$ cat src/verilog/ptg_pkg.sv
/*
  Shared constants and types for the pulse train generator.
  Assumes an AXI4-Lite master with 32-bit data and byte addresses.
*/
`default_nettype none
package ptg_pkg;
  localparam int CNT_W = 32;
  localparam int AW = 8;
  // Register byte offsets
  localparam logic [AW-1:0] OFS_CTRL = 8'h00;
  localparam logic [AW-1:0] OFS_DELAY = 8'h04;
  localparam logic [AW-1:0] OFS_HIGH = 8'h08;
  localparam logic [AW-1:0] OFS_LOW = 8'h0C;
  localparam logic [AW-1:0] OFS_LEN = 8'h10;
  localparam logic [AW-1:0] OFS_NSAMP = 8'h14;
  localparam logic [AW-1:0] OFS_STAT = 8'h18;
  // Control fields
  localparam int C_ARM = 0;
  localparam int C_MODE = 2;
  localparam int C_FALL = 5;
  localparam int C_TRIG = 6;
  localparam int C_PAUSE = 7;
  localparam int C_PLVL = 8;
  localparam int C_EVERY = 9;
  localparam int C_REGEN = 10;
  localparam logic [31:0] CTRL_RST = 32'h0000_0200;
  localparam logic [31:0] ONE_RST = 32'h0000_0001;
  // Status fields
  localparam int S_RUN = 0;
  localparam int S_UFL = 1;
  localparam int S_WAITING = 2;
  localparam int S_FLUSH = 8;
  localparam int S_CNT = 16;
  localparam logic [1:0] RESP_OKAY = 2'h0;
  localparam logic [1:0] RESP_SLVERR = 2'h2;
  typedef enum logic [2:0] {
    M_RETRIG = 3'b000, M_CONT = 3'b001, M_IMP_FIN = 3'b010,
    M_IMP_CONT = 3'b011, M_SC_FIN = 3'b100, M_SC_CONT = 3'b101
  } mode_t;
  typedef enum logic [1:0] {
    R_STD = 2'b00, R_FIFO = 2'b01, R_NONE = 2'b10
  } regen_t;
  typedef enum logic [2:0] {
    ST_IDLE = 3'b000, ST_WAIT = 3'b001, ST_DELAY = 3'b010,
    ST_HIGH = 3'b011, ST_LOW = 3'b100, ST_NEXT = 3'b101
  } state_t;
  typedef struct packed {
    logic [CNT_W-1:0] idle;
    logic [CNT_W-1:0] active;
  } sample_t;
endpackage
`default_nettype wire

$ cat src/verilog/pulse_train_gen.sv
/*
  Counter output pulse generator: retriggerable pulses, continuous
  trains with pause, and FIFO buffered trains.
  Assumes AXI4-Lite master on aclk; source, gate and sample clock
  pins are asynchronous and at most aclk/4 in rate.
*/
// The implementer's own choices: the address map and the AXI4-Lite interface to the registers.
// How it works
// - Each start trigger gives one pulse or a configured series of pulses.
// - Trigger delay and pulse width count active source edges.
// - Setting picks initial delay on every trigger or first only.
// - Gate ignored during generation; then wait for next trigger.
// - No pause trigger while gate serves as start trigger.
// - Two source ticks separate trigger and first used source edge; the code uses the first tick after gate sync.
// - Continuous train waits programmed source edges after arming.
// - High and low counts set apart; source edge rising or falling.
// - Continuous train starts on arming or on gate start trigger.
// - Gate as pause trigger suspends generation while active.
// - Output frequency equals source frequency over high plus low.
// - Implicit buffered mode takes one idle/active pair per pulse.
// - Sample clock lets current pulse finish, then next sample applies.
// - Static spec ignored in implicit; runs before first sample clock.
// - Finite implicit makes one pulse per pair, back to back.
// - Continuous buffered modes run until stopped or until a needed sample finds the FIFO empty.
// - Finite sample clocked keeps last spec until stopped.
// - FIFO regeneration replays stored buffer, accepting no new data.
// - Empty FIFO during generation flags underflow.
`timescale 1ns/1ps
`default_nettype none
module pulse_train_gen import ptg_pkg::*; #(
  parameter int DEPTH = 16
) (
  // Clock, reset, enable
  input wire logic aclk,
  input wire logic aresetn,
  input wire logic ce,
  // AXI4-Lite write
  input wire logic [AW-1:0] awaddr,
  input wire logic awvalid,
  output logic awready,
  input wire logic [31:0] wdata,
  input wire logic [3:0] wstrb,
  input wire logic wvalid,
  output logic wready,
  output logic [1:0] bresp,
  output logic bvalid,
  input wire logic bready,
  // AXI4-Lite read
  input wire logic [AW-1:0] araddr,
  input wire logic arvalid,
  output logic arready,
  output logic [31:0] rdata,
  output logic [1:0] rresp,
  output logic rvalid,
  input wire logic rready,
  // Timing pins
  input wire logic src_in,
  input wire logic gate_in,
  input wire logic sclk_in,
  // Sample stream
  input wire logic s_valid,
  input wire sample_t s_data,
  output logic s_ready,
  // Status outputs
  output logic pulse_out,
  output logic running,
  output logic underflow
);
  localparam int PW = $clog2(DEPTH);
  localparam logic [PW:0] FULL = (PW+1)'(DEPTH);

  logic [2:0] src_s_q, gate_s_q, sclk_s_q;
  logic [31:0] ctrl_q, delay_q, high_q, low_q, len_q, nsamp_q;
  logic [AW-1:0] aw_addr_q, ar_addr_q;
  logic [31:0] w_data_q;
  logic [3:0] w_strb_q;
  logic aw_full_q, w_full_q, wr_go, wr_hit, flush;
  logic [31:0] rd_val;
  logic rd_hit;
  sample_t mem [DEPTH];
  logic [PW-1:0] wp_q, rp_q;
  logic [PW:0] fcnt_q, fcnt_d;
  logic push, take, avail, lock;
  state_t st_q;
  logic [CNT_W-1:0] cnt_q, cur_low_q, cur_high_q, pcnt_q, issued_q;
  logic first_q, arm_prev_q, pend_q;
  logic src_tick, gate_rise, sclk_rise, paused, tick_ok, last;
  logic arm_rise, implicit, sclked, finite, fin_done, need_smp;
  mode_t mode;
  regen_t regen;

  // Two-flop synchronisers plus edge history
  always_ff @(posedge aclk) begin
    if (!aresetn) begin
      src_s_q <= 3'h0;
      gate_s_q <= 3'h0;
      sclk_s_q <= 3'h0;
    end else if (ce) begin
      src_s_q <= {src_s_q[1:0], src_in};
      gate_s_q <= {gate_s_q[1:0], gate_in};
      sclk_s_q <= {sclk_s_q[1:0], sclk_in};
    end
  end

  // Decoded control and edges
  always_comb begin
    mode = mode_t'(ctrl_q[C_MODE +: 3]);
    regen = regen_t'(ctrl_q[C_REGEN +: 2]);
    src_tick = ctrl_q[C_FALL] ? (~src_s_q[1] & src_s_q[2])
                              : (src_s_q[1] & ~src_s_q[2]);
    gate_rise = gate_s_q[1] & ~gate_s_q[2];
    sclk_rise = sclk_s_q[1] & ~sclk_s_q[2];
    // pause only when gate is no trigger
    paused = ctrl_q[C_PAUSE] & ~ctrl_q[C_TRIG]
             & (gate_s_q[1] == ctrl_q[C_PLVL]);
    tick_ok = src_tick & ~paused;
    last = (cnt_q <= CNT_W'(1));
    arm_rise = ctrl_q[C_ARM] & ~arm_prev_q;
    implicit = (mode == M_IMP_FIN) | (mode == M_IMP_CONT);
    sclked = (mode == M_SC_FIN) | (mode == M_SC_CONT);
    finite = (mode == M_IMP_FIN) | (mode == M_SC_FIN);
    fin_done = finite & (issued_q == nsamp_q);
    need_smp = implicit ? ~fin_done : (sclked & pend_q & ~fin_done);
    avail = (fcnt_q != '0);
    take = (st_q == ST_NEXT) & need_smp & avail;
  end

  // AXI write channel: address and data in either order
  assign wr_go = aw_full_q & w_full_q & ~bvalid;
  always_ff @(posedge aclk) begin
    if (!aresetn) begin
      aw_full_q <= 1'b0;
      w_full_q <= 1'b0;
      aw_addr_q <= '0;
      w_data_q <= 32'h0000_0000;
      w_strb_q <= 4'h0;
      awready <= 1'b1;
      wready <= 1'b1;
      bvalid <= 1'b0;
      bresp <= RESP_OKAY;
    end else if (ce) begin
      if (awvalid && awready) begin
        aw_addr_q <= awaddr;
        aw_full_q <= 1'b1;
        awready <= 1'b0;
      end
      if (wvalid && wready) begin
        w_data_q <= wdata;
        w_strb_q <= wstrb;
        w_full_q <= 1'b1;
        wready <= 1'b0;
      end
      if (wr_go) begin
        bvalid <= 1'b1;
        bresp <= wr_hit ? RESP_OKAY : RESP_SLVERR;
        aw_full_q <= 1'b0;
        w_full_q <= 1'b0;
      end
      if (bvalid && bready) begin
        bvalid <= 1'b0;
        awready <= 1'b1;
        wready <= 1'b1;
      end
    end
  end

  // Byte lane merge
  function automatic logic [31:0] merge(input logic [31:0] old,
      input logic [31:0] nw, input logic [3:0] strb);
    logic [31:0] r;
    r = old;
    for (int i = 0; i < 4; i++) begin
      if (strb[i]) r[8*i +: 8] = nw[8*i +: 8];
    end
    return r;
  endfunction

  assign wr_hit = (aw_addr_q <= OFS_STAT) && (aw_addr_q[1:0] == 2'h0);
  assign flush = wr_go & (aw_addr_q == OFS_STAT) & w_strb_q[1]
                 & w_data_q[S_FLUSH];

  // Configuration registers
  always_ff @(posedge aclk) begin
    if (!aresetn) begin
      ctrl_q <= CTRL_RST;
      delay_q <= 32'h0000_0000;
      high_q <= ONE_RST;
      low_q <= ONE_RST;
      len_q <= ONE_RST;
      nsamp_q <= 32'h0000_0000;
    end else if (ce && wr_go) begin
      case (aw_addr_q)
        OFS_CTRL: ctrl_q <= merge(ctrl_q, w_data_q, w_strb_q);
        OFS_DELAY: delay_q <= merge(delay_q, w_data_q, w_strb_q);
        OFS_HIGH: high_q <= merge(high_q, w_data_q, w_strb_q);
        OFS_LOW: low_q <= merge(low_q, w_data_q, w_strb_q);
        OFS_LEN: len_q <= merge(len_q, w_data_q, w_strb_q);
        OFS_NSAMP: nsamp_q <= merge(nsamp_q, w_data_q, w_strb_q);
        default: ;
      endcase
    end
  end

  // Read mux
  always_comb begin
    rd_hit = 1'b1;
    rd_val = 32'h0000_0000;
    case (ar_addr_q)
      OFS_CTRL: rd_val = ctrl_q;
      OFS_DELAY: rd_val = delay_q;
      OFS_HIGH: rd_val = high_q;
      OFS_LOW: rd_val = low_q;
      OFS_LEN: rd_val = len_q;
      OFS_NSAMP: rd_val = nsamp_q;
      OFS_STAT: begin
        rd_val[S_RUN] = running;
        rd_val[S_UFL] = underflow;
        rd_val[S_WAITING] = (st_q == ST_WAIT);
        rd_val[S_CNT +: PW+1] = fcnt_q;
      end
      default: rd_hit = 1'b0;
    endcase
  end

  // AXI read channel, data one cycle after address
  logic ar_pend_q;
  always_ff @(posedge aclk) begin
    if (!aresetn) begin
      arready <= 1'b1;
      ar_pend_q <= 1'b0;
      ar_addr_q <= '0;
      rvalid <= 1'b0;
      rdata <= 32'h0000_0000;
      rresp <= RESP_OKAY;
    end else if (ce) begin
      if (arvalid && arready) begin
        ar_addr_q <= araddr;
        ar_pend_q <= 1'b1;
        arready <= 1'b0;
      end
      if (ar_pend_q) begin
        ar_pend_q <= 1'b0;
        rvalid <= 1'b1;
        rdata <= rd_val;
        rresp <= rd_hit ? RESP_OKAY : RESP_SLVERR;
      end
      if (rvalid && rready) begin
        rvalid <= 1'b0;
        arready <= 1'b1;
      end
    end
  end

  // Sample FIFO
  // stored buffer locked while armed
  assign lock = (regen == R_FIFO) & ctrl_q[C_ARM];
  assign push = s_valid & s_ready;
  always_comb begin
    fcnt_d = fcnt_q;
    if (push) fcnt_d = fcnt_d + (PW+1)'(1);
    if (take && regen != R_FIFO) fcnt_d = fcnt_d - (PW+1)'(1);
  end
  always_ff @(posedge aclk) begin
    if (!aresetn) begin
      wp_q <= '0;
      rp_q <= '0;
      fcnt_q <= '0;
      s_ready <= 1'b0;
    end else if (ce) begin
      if (flush) begin
        wp_q <= '0;
        rp_q <= '0;
        fcnt_q <= '0;
        s_ready <= ~lock;
      end else begin
        if (push) wp_q <= wp_q + PW'(1);
        if (take && regen == R_FIFO)
          rp_q <= ({1'b0, rp_q} + (PW+1)'(1) == fcnt_q) ? '0 : rp_q + PW'(1);
        else if (take)
          rp_q <= rp_q + PW'(1);
        fcnt_q <= fcnt_d;
        s_ready <= ~lock & (fcnt_d < FULL);
      end
    end
  end
  always_ff @(posedge aclk) begin
    if (ce && push) mem[wp_q] <= s_data;
  end

  // Sample clock pending flag, set wins
  always_ff @(posedge aclk) begin
    if (!aresetn) begin
      pend_q <= 1'b0;
    end else if (ce) begin
      if (st_q == ST_IDLE)
        pend_q <= 1'b0;
      else if (sclked && sclk_rise)
        pend_q <= 1'b1;
      else if (take || (st_q == ST_NEXT && sclked && fin_done))
        pend_q <= 1'b0;
    end
  end

  // Underflow flag, W1C, set wins
  always_ff @(posedge aclk) begin
    if (!aresetn) begin
      underflow <= 1'b0;
    end else if (ce) begin
      // empty when a sample is needed
      if (st_q == ST_NEXT && need_smp && !avail)
        underflow <= 1'b1;
      else if (wr_go && aw_addr_q == OFS_STAT && w_strb_q[0]
               && w_data_q[S_UFL])
        underflow <= 1'b0;
    end
  end

  // Generation state machine
  always_ff @(posedge aclk) begin
    if (!aresetn) begin
      st_q <= ST_IDLE;
      cnt_q <= '0;
      cur_low_q <= '0;
      cur_high_q <= '0;
      pcnt_q <= '0;
      issued_q <= '0;
      first_q <= 1'b0;
      arm_prev_q <= 1'b0;
    end else if (ce) begin
      arm_prev_q <= ctrl_q[C_ARM];
      if (!ctrl_q[C_ARM]) begin
        st_q <= ST_IDLE;
      end else begin
        case (st_q)
          ST_IDLE: begin
            if (arm_rise) begin
              first_q <= 1'b1;
              pcnt_q <= '0;
              issued_q <= '0;
              cur_low_q <= low_q;
              cur_high_q <= high_q;
              cnt_q <= delay_q;
              if (ctrl_q[C_TRIG]) st_q <= ST_WAIT;
              else if (implicit) st_q <= ST_NEXT;
              else st_q <= ST_DELAY;
            end
          end
          ST_WAIT: begin
            // counting begins on ticks after sync
            if (gate_rise) begin
              first_q <= 1'b0;
              pcnt_q <= '0;
              if (implicit) begin
                st_q <= ST_NEXT;
              // delay every trigger or first only
              end else if (first_q || ctrl_q[C_EVERY]) begin
                cnt_q <= delay_q;
                st_q <= ST_DELAY;
              end else begin
                cnt_q <= cur_high_q;
                st_q <= ST_HIGH;
              end
            end
          end
          ST_DELAY: begin
            if (tick_ok && last) begin
              cnt_q <= cur_high_q;
              st_q <= ST_HIGH;
            end else if (tick_ok) begin
              cnt_q <= cnt_q - CNT_W'(1);
            end
          end
          ST_HIGH: begin
            if (tick_ok && last) begin
              pcnt_q <= pcnt_q + CNT_W'(1);
              st_q <= ST_NEXT;
            end else if (tick_ok) begin
              cnt_q <= cnt_q - CNT_W'(1);
            end
          end
          ST_LOW: begin
            if (tick_ok && last) begin
              cnt_q <= cur_high_q;
              st_q <= ST_HIGH;
            end else if (tick_ok) begin
              cnt_q <= cnt_q - CNT_W'(1);
            end
          end
          // Pulse boundary decision
          ST_NEXT: begin
            cnt_q <= cur_low_q;
            st_q <= ST_LOW;
            if (mode == M_RETRIG) begin
              // series of len pulses per trigger
              if (pcnt_q >= len_q)
                st_q <= ctrl_q[C_TRIG] ? ST_WAIT : ST_IDLE;
            end else if (implicit) begin
              if (fin_done) begin
                st_q <= ST_IDLE;
              end else if (avail) begin
                cur_low_q <= mem[rp_q].idle;
                cur_high_q <= mem[rp_q].active;
                cnt_q <= mem[rp_q].idle;
                issued_q <= issued_q + CNT_W'(1);
              end else begin
                st_q <= ST_IDLE;
              end
            end else if (sclked && need_smp) begin
              if (avail) begin
                cur_low_q <= mem[rp_q].idle;
                cur_high_q <= mem[rp_q].active;
                cnt_q <= mem[rp_q].idle;
                issued_q <= issued_q + CNT_W'(1);
              end else begin
                st_q <= ST_IDLE;
              end
            end
          end
          default: st_q <= ST_IDLE;
        endcase
      end
    end
  end

  // Registered outputs
  always_ff @(posedge aclk) begin
    if (!aresetn) begin
      pulse_out <= 1'b0;
      running <= 1'b0;
    end else if (ce) begin
      pulse_out <= (st_q == ST_HIGH);
      running <= (st_q != ST_IDLE) && (st_q != ST_WAIT);
    end
  end
endmodule // pulse_train_gen
`default_nettype wire

$ cat config.mk
export PLATFORM = sky130hd
export DESIGN_NAME = pulse_train_gen
export DESIGN_NICKNAME = d
export VERILOG_FILES = /design/src/verilog/ptg_pkg.sv /design/src/verilog/pulse_train_gen.sv
export SDC_FILE = /design/constraint.sdc
export NUM_CORES = 2
export LEC_CHECK = 0
export ABC_CLOCK_PERIOD_IN_PS = 8370
export BUFFER_PORTS_ARGS = -buffer_cell sky130_fd_sc_hd__buf_2
export CAP_MARGIN = 25
export CORE_MARGIN = 2
export CORE_UTILIZATION = 34
export DETAILED_ROUTE_END_ITERATION = 16
export PLACE_DENSITY = 0.55
export SYNTH_ARGS = -nofsm -noshare
export SYNTH_HDL_FRONTEND = slang
export SYNTH_SLANG_ARGS = --single-unit
$ cat constraint.sdc
create_clock -name aclk -period 8.37 [get_ports aclk]
set_input_delay 1.2555 -clock aclk [delete_from_list [all_inputs] [get_ports aclk]]
set_output_delay 1.2555 -clock aclk [all_outputs]
set_load 0.05 [all_outputs]
Word-level counts from Yosys, hierarchy flattened

Memory sizes are Yosys's and may differ from the RTL's. A register that Yosys moved wholly into a read port is not among the register bits.
Index checks and enable logic that the tools add are counted.

Output and inout port bits: 45
Bits in registers: 480
Word-level logic and storage cells: 334
Memories kept: 1
Input bits: 128
Bits in writable memories: 1024

Memories:

| memory | depth | bits a word | read ports | clocked after memory_dff | write ports | RTL line              | text |
|---|---|---|---|---|---|---|---|
| mem    | 16    | 64          | 1          | 1                        | 1           | pulse_train_gen.sv:80 | `sample_t mem [DEPTH];` |

$lt $le $gt $ge: 4
Bitwise gates (word level): 34
$add $sub $neg: 8
Equality and inequality tests: 39
Mux-type cells: 96
Reduce and logical (&&, ||, !) cells: 94

Operator list:

| cell                                                             | number |
|---|---|
| 2-to-1 mux 32 bit                                                | 27 |
| one-hot mux 32 bit (2 select lines)                              | 3 |
| one-hot mux 32 bit (5 select lines)                              | 1 |
| one-hot mux 32 bit (3 select lines)                              | 1 |
| one-hot mux 13 bit (6 select lines)                              | 1 |
| AND reduction 3 bit                                              | 24 |
| one-hot mux 11 bit (6 select lines)                              | 1 |
| adder 32 x 1 -> 32 bit (second input constant)                   | 2 |
| equality test 8 x 5 -> 1 bit (second input constant)             | 6 |
| 2-to-1 mux 3 bit                                                 | 14 |
| one-hot mux 5 bit (7 select lines)                               | 1 |
| equality test 32 bit                                             | 1 |
| equality test 8 x 4 -> 1 bit (second input constant)             | 4 |
| greater-or-equal comparator 32 bit                               | 1 |
| less-or-equal comparator 32 x 1 -> 1 bit (second input constant) | 1 |
| 2-to-1 mux 4 bit                                                 | 8 |
| AND reduction 2 bit                                              | 16 |
| subtractor 32 x 1 -> 32 bit (second input constant)              | 1 |
| 2-to-1 mux 1 bit                                                 | 31 |
| nonzero test 2 bit                                               | 11 |
| bitwise AND 1 bit                                                | 21 |
| logical AND 1 bit                                                | 21 |
| one-hot mux 3 bit (7 select lines)                               | 1 |
| equality test 8 x 3 -> 1 bit (second input constant)             | 2 |
| other kinds (36)                                                 | 75 |

Logic depth before layout (Yosys ltp)

Depth after elaboration: 13
Depth in mapped cells: 11
Depth with buffers taken out: 9

Least setup slack after synthesis

OpenSTA, ideal clock, no wires.

Path kind: input port to flip-flop
Start: input port ce
End: memory mem[3][0] in the netlist's numbering, enable pin
Arrival time: 6.561 ns
Path buffers: 3
Path slack: 1.244 ns
Setup time: 0.564 ns
Cell stages on the path: 5
Cell sequence: clkbuf_1 clkbuf_1 clkbuf_1 nand3_1 nor3_1

Cells in the longest elaborated chain, start to end: 3

RTL lines:

| what                                   | RTL line               | text |
|---|---|---|
| from (decl)                            | pulse_train_gen.sv:36  | `input wire logic ce,` |
| logical AND 1 bit                      | pulse_train_gen.sv:287 | `if (ce && push) mem[wp_q] <= s_data;` |
| 2-to-1 mux 1 bit                       | pulse_train_gen.sv:287 |  |
| 2-to-1 mux 1 bit (implied by the code) | pulse_train_gen.sv:287 |  |
| to (decl)                              | pulse_train_gen.sv:80  |  |

Every way passes these cells.

Worst setup path in the final report

Start: register cnt_q[26]
End: register cnt_q[12]

Cells in the longest elaborated chain, start to end: 4
Elaborated cells on any way between the ends: 6

RTL lines:

| what                                                                                        | RTL line                                                               | text |
|---|---|---|
| from (decl)                                                                                 | pulse_train_gen.sv:85                                                  | `logic [CNT_W-1:0] cnt_q, cur_low_q, cur_high_q, pcnt_q, issued_q;` |
| from (signal assigned)                                                                      | pulse_train_gen.sv:342                                                 | `cnt_q <= delay_q;` |
| from (signal assigned)                                                                      | pulse_train_gen.sv:357                                                 | `cnt_q <= delay_q;` |
| from (signal assigned)                                                                      | pulse_train_gen.sv:360                                                 | `cnt_q <= cur_high_q;` |
| less-or-equal comparator 32 x 1 -> 1 bit (*)                                                | pulse_train_gen.sv:117                                                 | `last = (cnt_q <= CNT_W'(1));` |
| logical AND 1 bit (*)                                                                       | pulse_train_gen.sv:366, pulse_train_gen.sv:374, pulse_train_gen.sv:382 |  |
| inequality test 2 bit (no line) / 2-to-1 mux 32 bit (equally long branches)                 | --                                                                     |  |
| AND reduction 7 bit (no line) / one-hot mux 32 bit (5 select lines) (equally long branches) | --                                                                     |  |

Mark *: on every way between the ends. The rest lies on a longest branch, timed or not.
A chain may end at the register's enable or synchronous reset.

==> results.md <==
| Result | Value |
| --- | --- |
| Layer with the highest usage after global routing | met2 |
| Area of the core | 0.183 mm^2 |
| CP Class | reg2reg |
| Routed WL | 182000 um |
| Post-layout min period | 4040 ps |
| Cell with the most instances after synthesis | edfxtp_1 |
| Clk_lat worst skew | 820 ps |
| Die Wd | 433 um |
| Startpoint of the tightest hold check path | aw_addr_q[5] |
| Relative slew margins | 0.288 |
| Longest Clk Path Bufs | 3 |
| Final setup skew | 54.4 ps |
| Root Buffer | clkbuf_16 |
| GR Layer Usage met3 | 0.0312 |
| Synth top area cells | edfxtp_1 (49%), dfxtp_1 (15%), mux4_2 (12%) |
| Fraction of registers with async set/reset | 0 |
| Clock slew at the register clock pins of the worst setup and hold paths | 60 ps |
| Total grt overflow | 0 |
| Flop2flop setup slack | 4330 ps |
| Period utilization | 0.483 |
| Capture instance of the worst register-to-register path | cnt_q[12] |
| Final weighted congestion in routability-driven placement | 0.888 |
| Number of global-route vias before repair | 38100 |
| Final setup violating endpoints | 0 |
| Initial cell density of the core | 0.342 |
| Worst slack at placement | 3640 ps |
| Post-Synthesis Cells | 4452 |
| Nature of the critical path startpoint | flip-flop |
| Number of fill cells in the layout | 17200 |
| Syn avg cell area | 14.1 um^2 |
| GR Layer Usage met1 | 0.268 |
| Routed length per placed instance | 25.4 um |
| Power density relative to cell area | 215 mW/mm^2 |
| Largest register by flop count | mem |
| Number of hold-repair buffers added at the cts stage | 0 |
| Via total after detailed routing | 39500 |
| Detailed-route vias per instance | 5.53 |
| Max-capacitance violation count | 0 |
| DRC violations left | 0 |
| Capture endpoint of the worst hold path | aw_addr_q[5] |
| Most area-hungry cell type in the Yosys netlist | edfxtp_1 |
| Clock tree from TritonCTS | built |
| Synthesis warning total | 0 |
| Slowest CP cell | or4_1 |
| Cells along the critical path | nor4_1 -> nand4b_1 -> or4_1 -> o21ai_0 -> nand2_1 -> buf_4 -> a32oi_1 -> a31oi_1 |
| R2R cell count | 8 |
| GRT met2 Usage | 0.300 |
| H-tree Lvls | 4 |
| Startpoint of the worst register-to-register path | cnt_q[26] |
| Run status | completed |
| Die outline height | 433 um |
| Fraction of synthesized cell area taken by the top area cell type | 0.491 |
| Post-synth top cells | edfxtp_1 (1024), dfxtp_1 (482), nand2_1 (463) |
| Post-synth top flop | edfxtp_1 |
| Hold Path Depth | 2 |
| Maximum fanout count along the critical path | 24 |
| Post-CTS resize count | 0 |
| Syn-to-layout area delta | 14.2% |
| Number of distinct library cells after synthesis | 78 |
| Number of primary I/O pins | 173 |
| Total global-route track usage | 0.191 |
| Setup repair after global routing missed its margin | no |
| Final number of hold-violating endpoints | 0 |
| Die Area | 0.188 mm^2 |
| Placement Rows | 157 |
| Wire length of the first global-routing pass | 265000 um |
| Pin slew with the least headroom to its limit | 1060 ps |
| Clock Sinks | 1506 |
| Total non-filler cell area in the finished layout | 0.0715 mm^2 |
| CP max stage delay | 720 ps |
| Number of DRC markers in iteration 0 | 4283 |
| Hold Path Class | reg2reg |
| Max rail drop VDD | 0.168 mV |
| Smallest setup slack after layout | 4330 ps |
| Placed standard-cell area | 0.0663 mm^2 |
| Pin count of the biggest net entering global routing | 192 |
| NumNets Final | 4729 |
| F_max | 247 MHz |
| Sequential element share of the synthesized area | 0.645 |
| Required time at the worst-slack endpoint | 9030 ps |
| Final total negative setup slack | 0 ps |
| Static leakage power | 22.7 nW |
| #FFs+latches synth | 1506 |
| Worst hold slack | 453 ps |
| Initial DRT Pass Iterations | 6 |
| Number of enable flip-flop cells after synthesis | 1024 |
| HPWL after detailed placement | 116000 um |
| Pins over their slew limit | 0 |
| Number of nets with antenna violations after detailed routing | 0 |
| Antenna violations before repair | 22 |
| Fraction of final layout cells with drive strength greater than 1 | 0.186 |
| Number of buffers inserted by post-CTS setup repair | 0 |
| Port bufs | 170 |
| CP Data Arrival Time | 4700 ps |
| Critical Path Sink Type | flip-flop |
| Number of flip-flops in the largest register | 1024 |
| Number of buffers created by CTS | 162 |
| Synthesized area | 0.0626 mm^2 |
==> critical path, delay by kind of cell, from the launching register on <==
family / cells / cell delay (ps)
AO/OA/AOI/OAI: 3 / 1030
buffers and inverters: 1 / 350
flip-flops: 1 / 380
AND/OR/NAND/NOR: 4 / 2120
==> logic make-up after synthesis <==
kind of cell	Yosys count	synth area share
flip-flops	1506	0.645
AO/OA/AOI/OAI	784	0.0774
adder cells (fa/ha/maj)	44	0.00879
multiplexers	495	0.147
AND/OR/NAND/NOR	1178	0.0877
buffers and inverters	359	0.0218
XOR/XNOR	85	0.0119
other	1	0.0000599
==> power breakdown <==
part	switching, mW	internal [mW]	total [mW]
registers	0.0478	7.97	8.01
logic	0.286	0.0922	0.378
clock network	3.06	3.94	7.00
total	3.39	12.0	15.4
==> stage by stage <==
stage / power (mW) / util / instances
final: 15.4 / 0.391 / 7149
after global routing: 15.8 / 0.391 / 7147
after CTS: 15.5 / 0.391 / 7146
after detailed placement: 8.55 / 0.362 / 6856
after global placement: 8.54 / 0.362 / 6855
after floorplan: 8.34 / - / 4453
==> worst max-delay path by stage <==
stage / start / end / slack, ps
CTS: ce / low_q[25] / 4370
global placement: ce / high_q[28] / 3780
finish: cnt_q[26] / cnt_q[12] / 4330
global route: ce / low_q[25] / 4060
floorplan: ce / mem[3][0] / 1240
detailed placement: ce / low_q[30] / 3640
==> cell type report <==
type	count	area, um^2	area share
sequential	1506	40400	0.565
inverter	55	214	0.00299
clock buffer	212	4370	0.0611
timing repair buffer	244	1500	0.0210
tap	2464	3080	0.0431
antenna	2	5.00	0.0000700
multi-input combinational	2588	21100	0.295
clock inverter	78	838	0.0117
==> placed cells by master (no fill, tap or decap), drive strengths merged, types with 46 or more instances in the layout <==
cell	count
a21oi	319
a31oi	77
buf	244
clkbuf	212
clkinv	64
dfxtp	482
edfxtp	1024
inv	60
mux2i	151
mux4	342
nand2	463
nand3	185
nor2	231
nor3	65
o21ai	127
or3	50
xnor2	46
==> layer usage <==
metal  share of wire  wire length, um  vias to the layer above
met2            0.47            84600                     1404
met1            0.44            79700                    20300
li1                -                -                    17500
met3           0.062            11300                      315
met4           0.033             6010                       18
met5         0.00066              120                        -
Note: power is estimated with default switching activity, not from simulation.
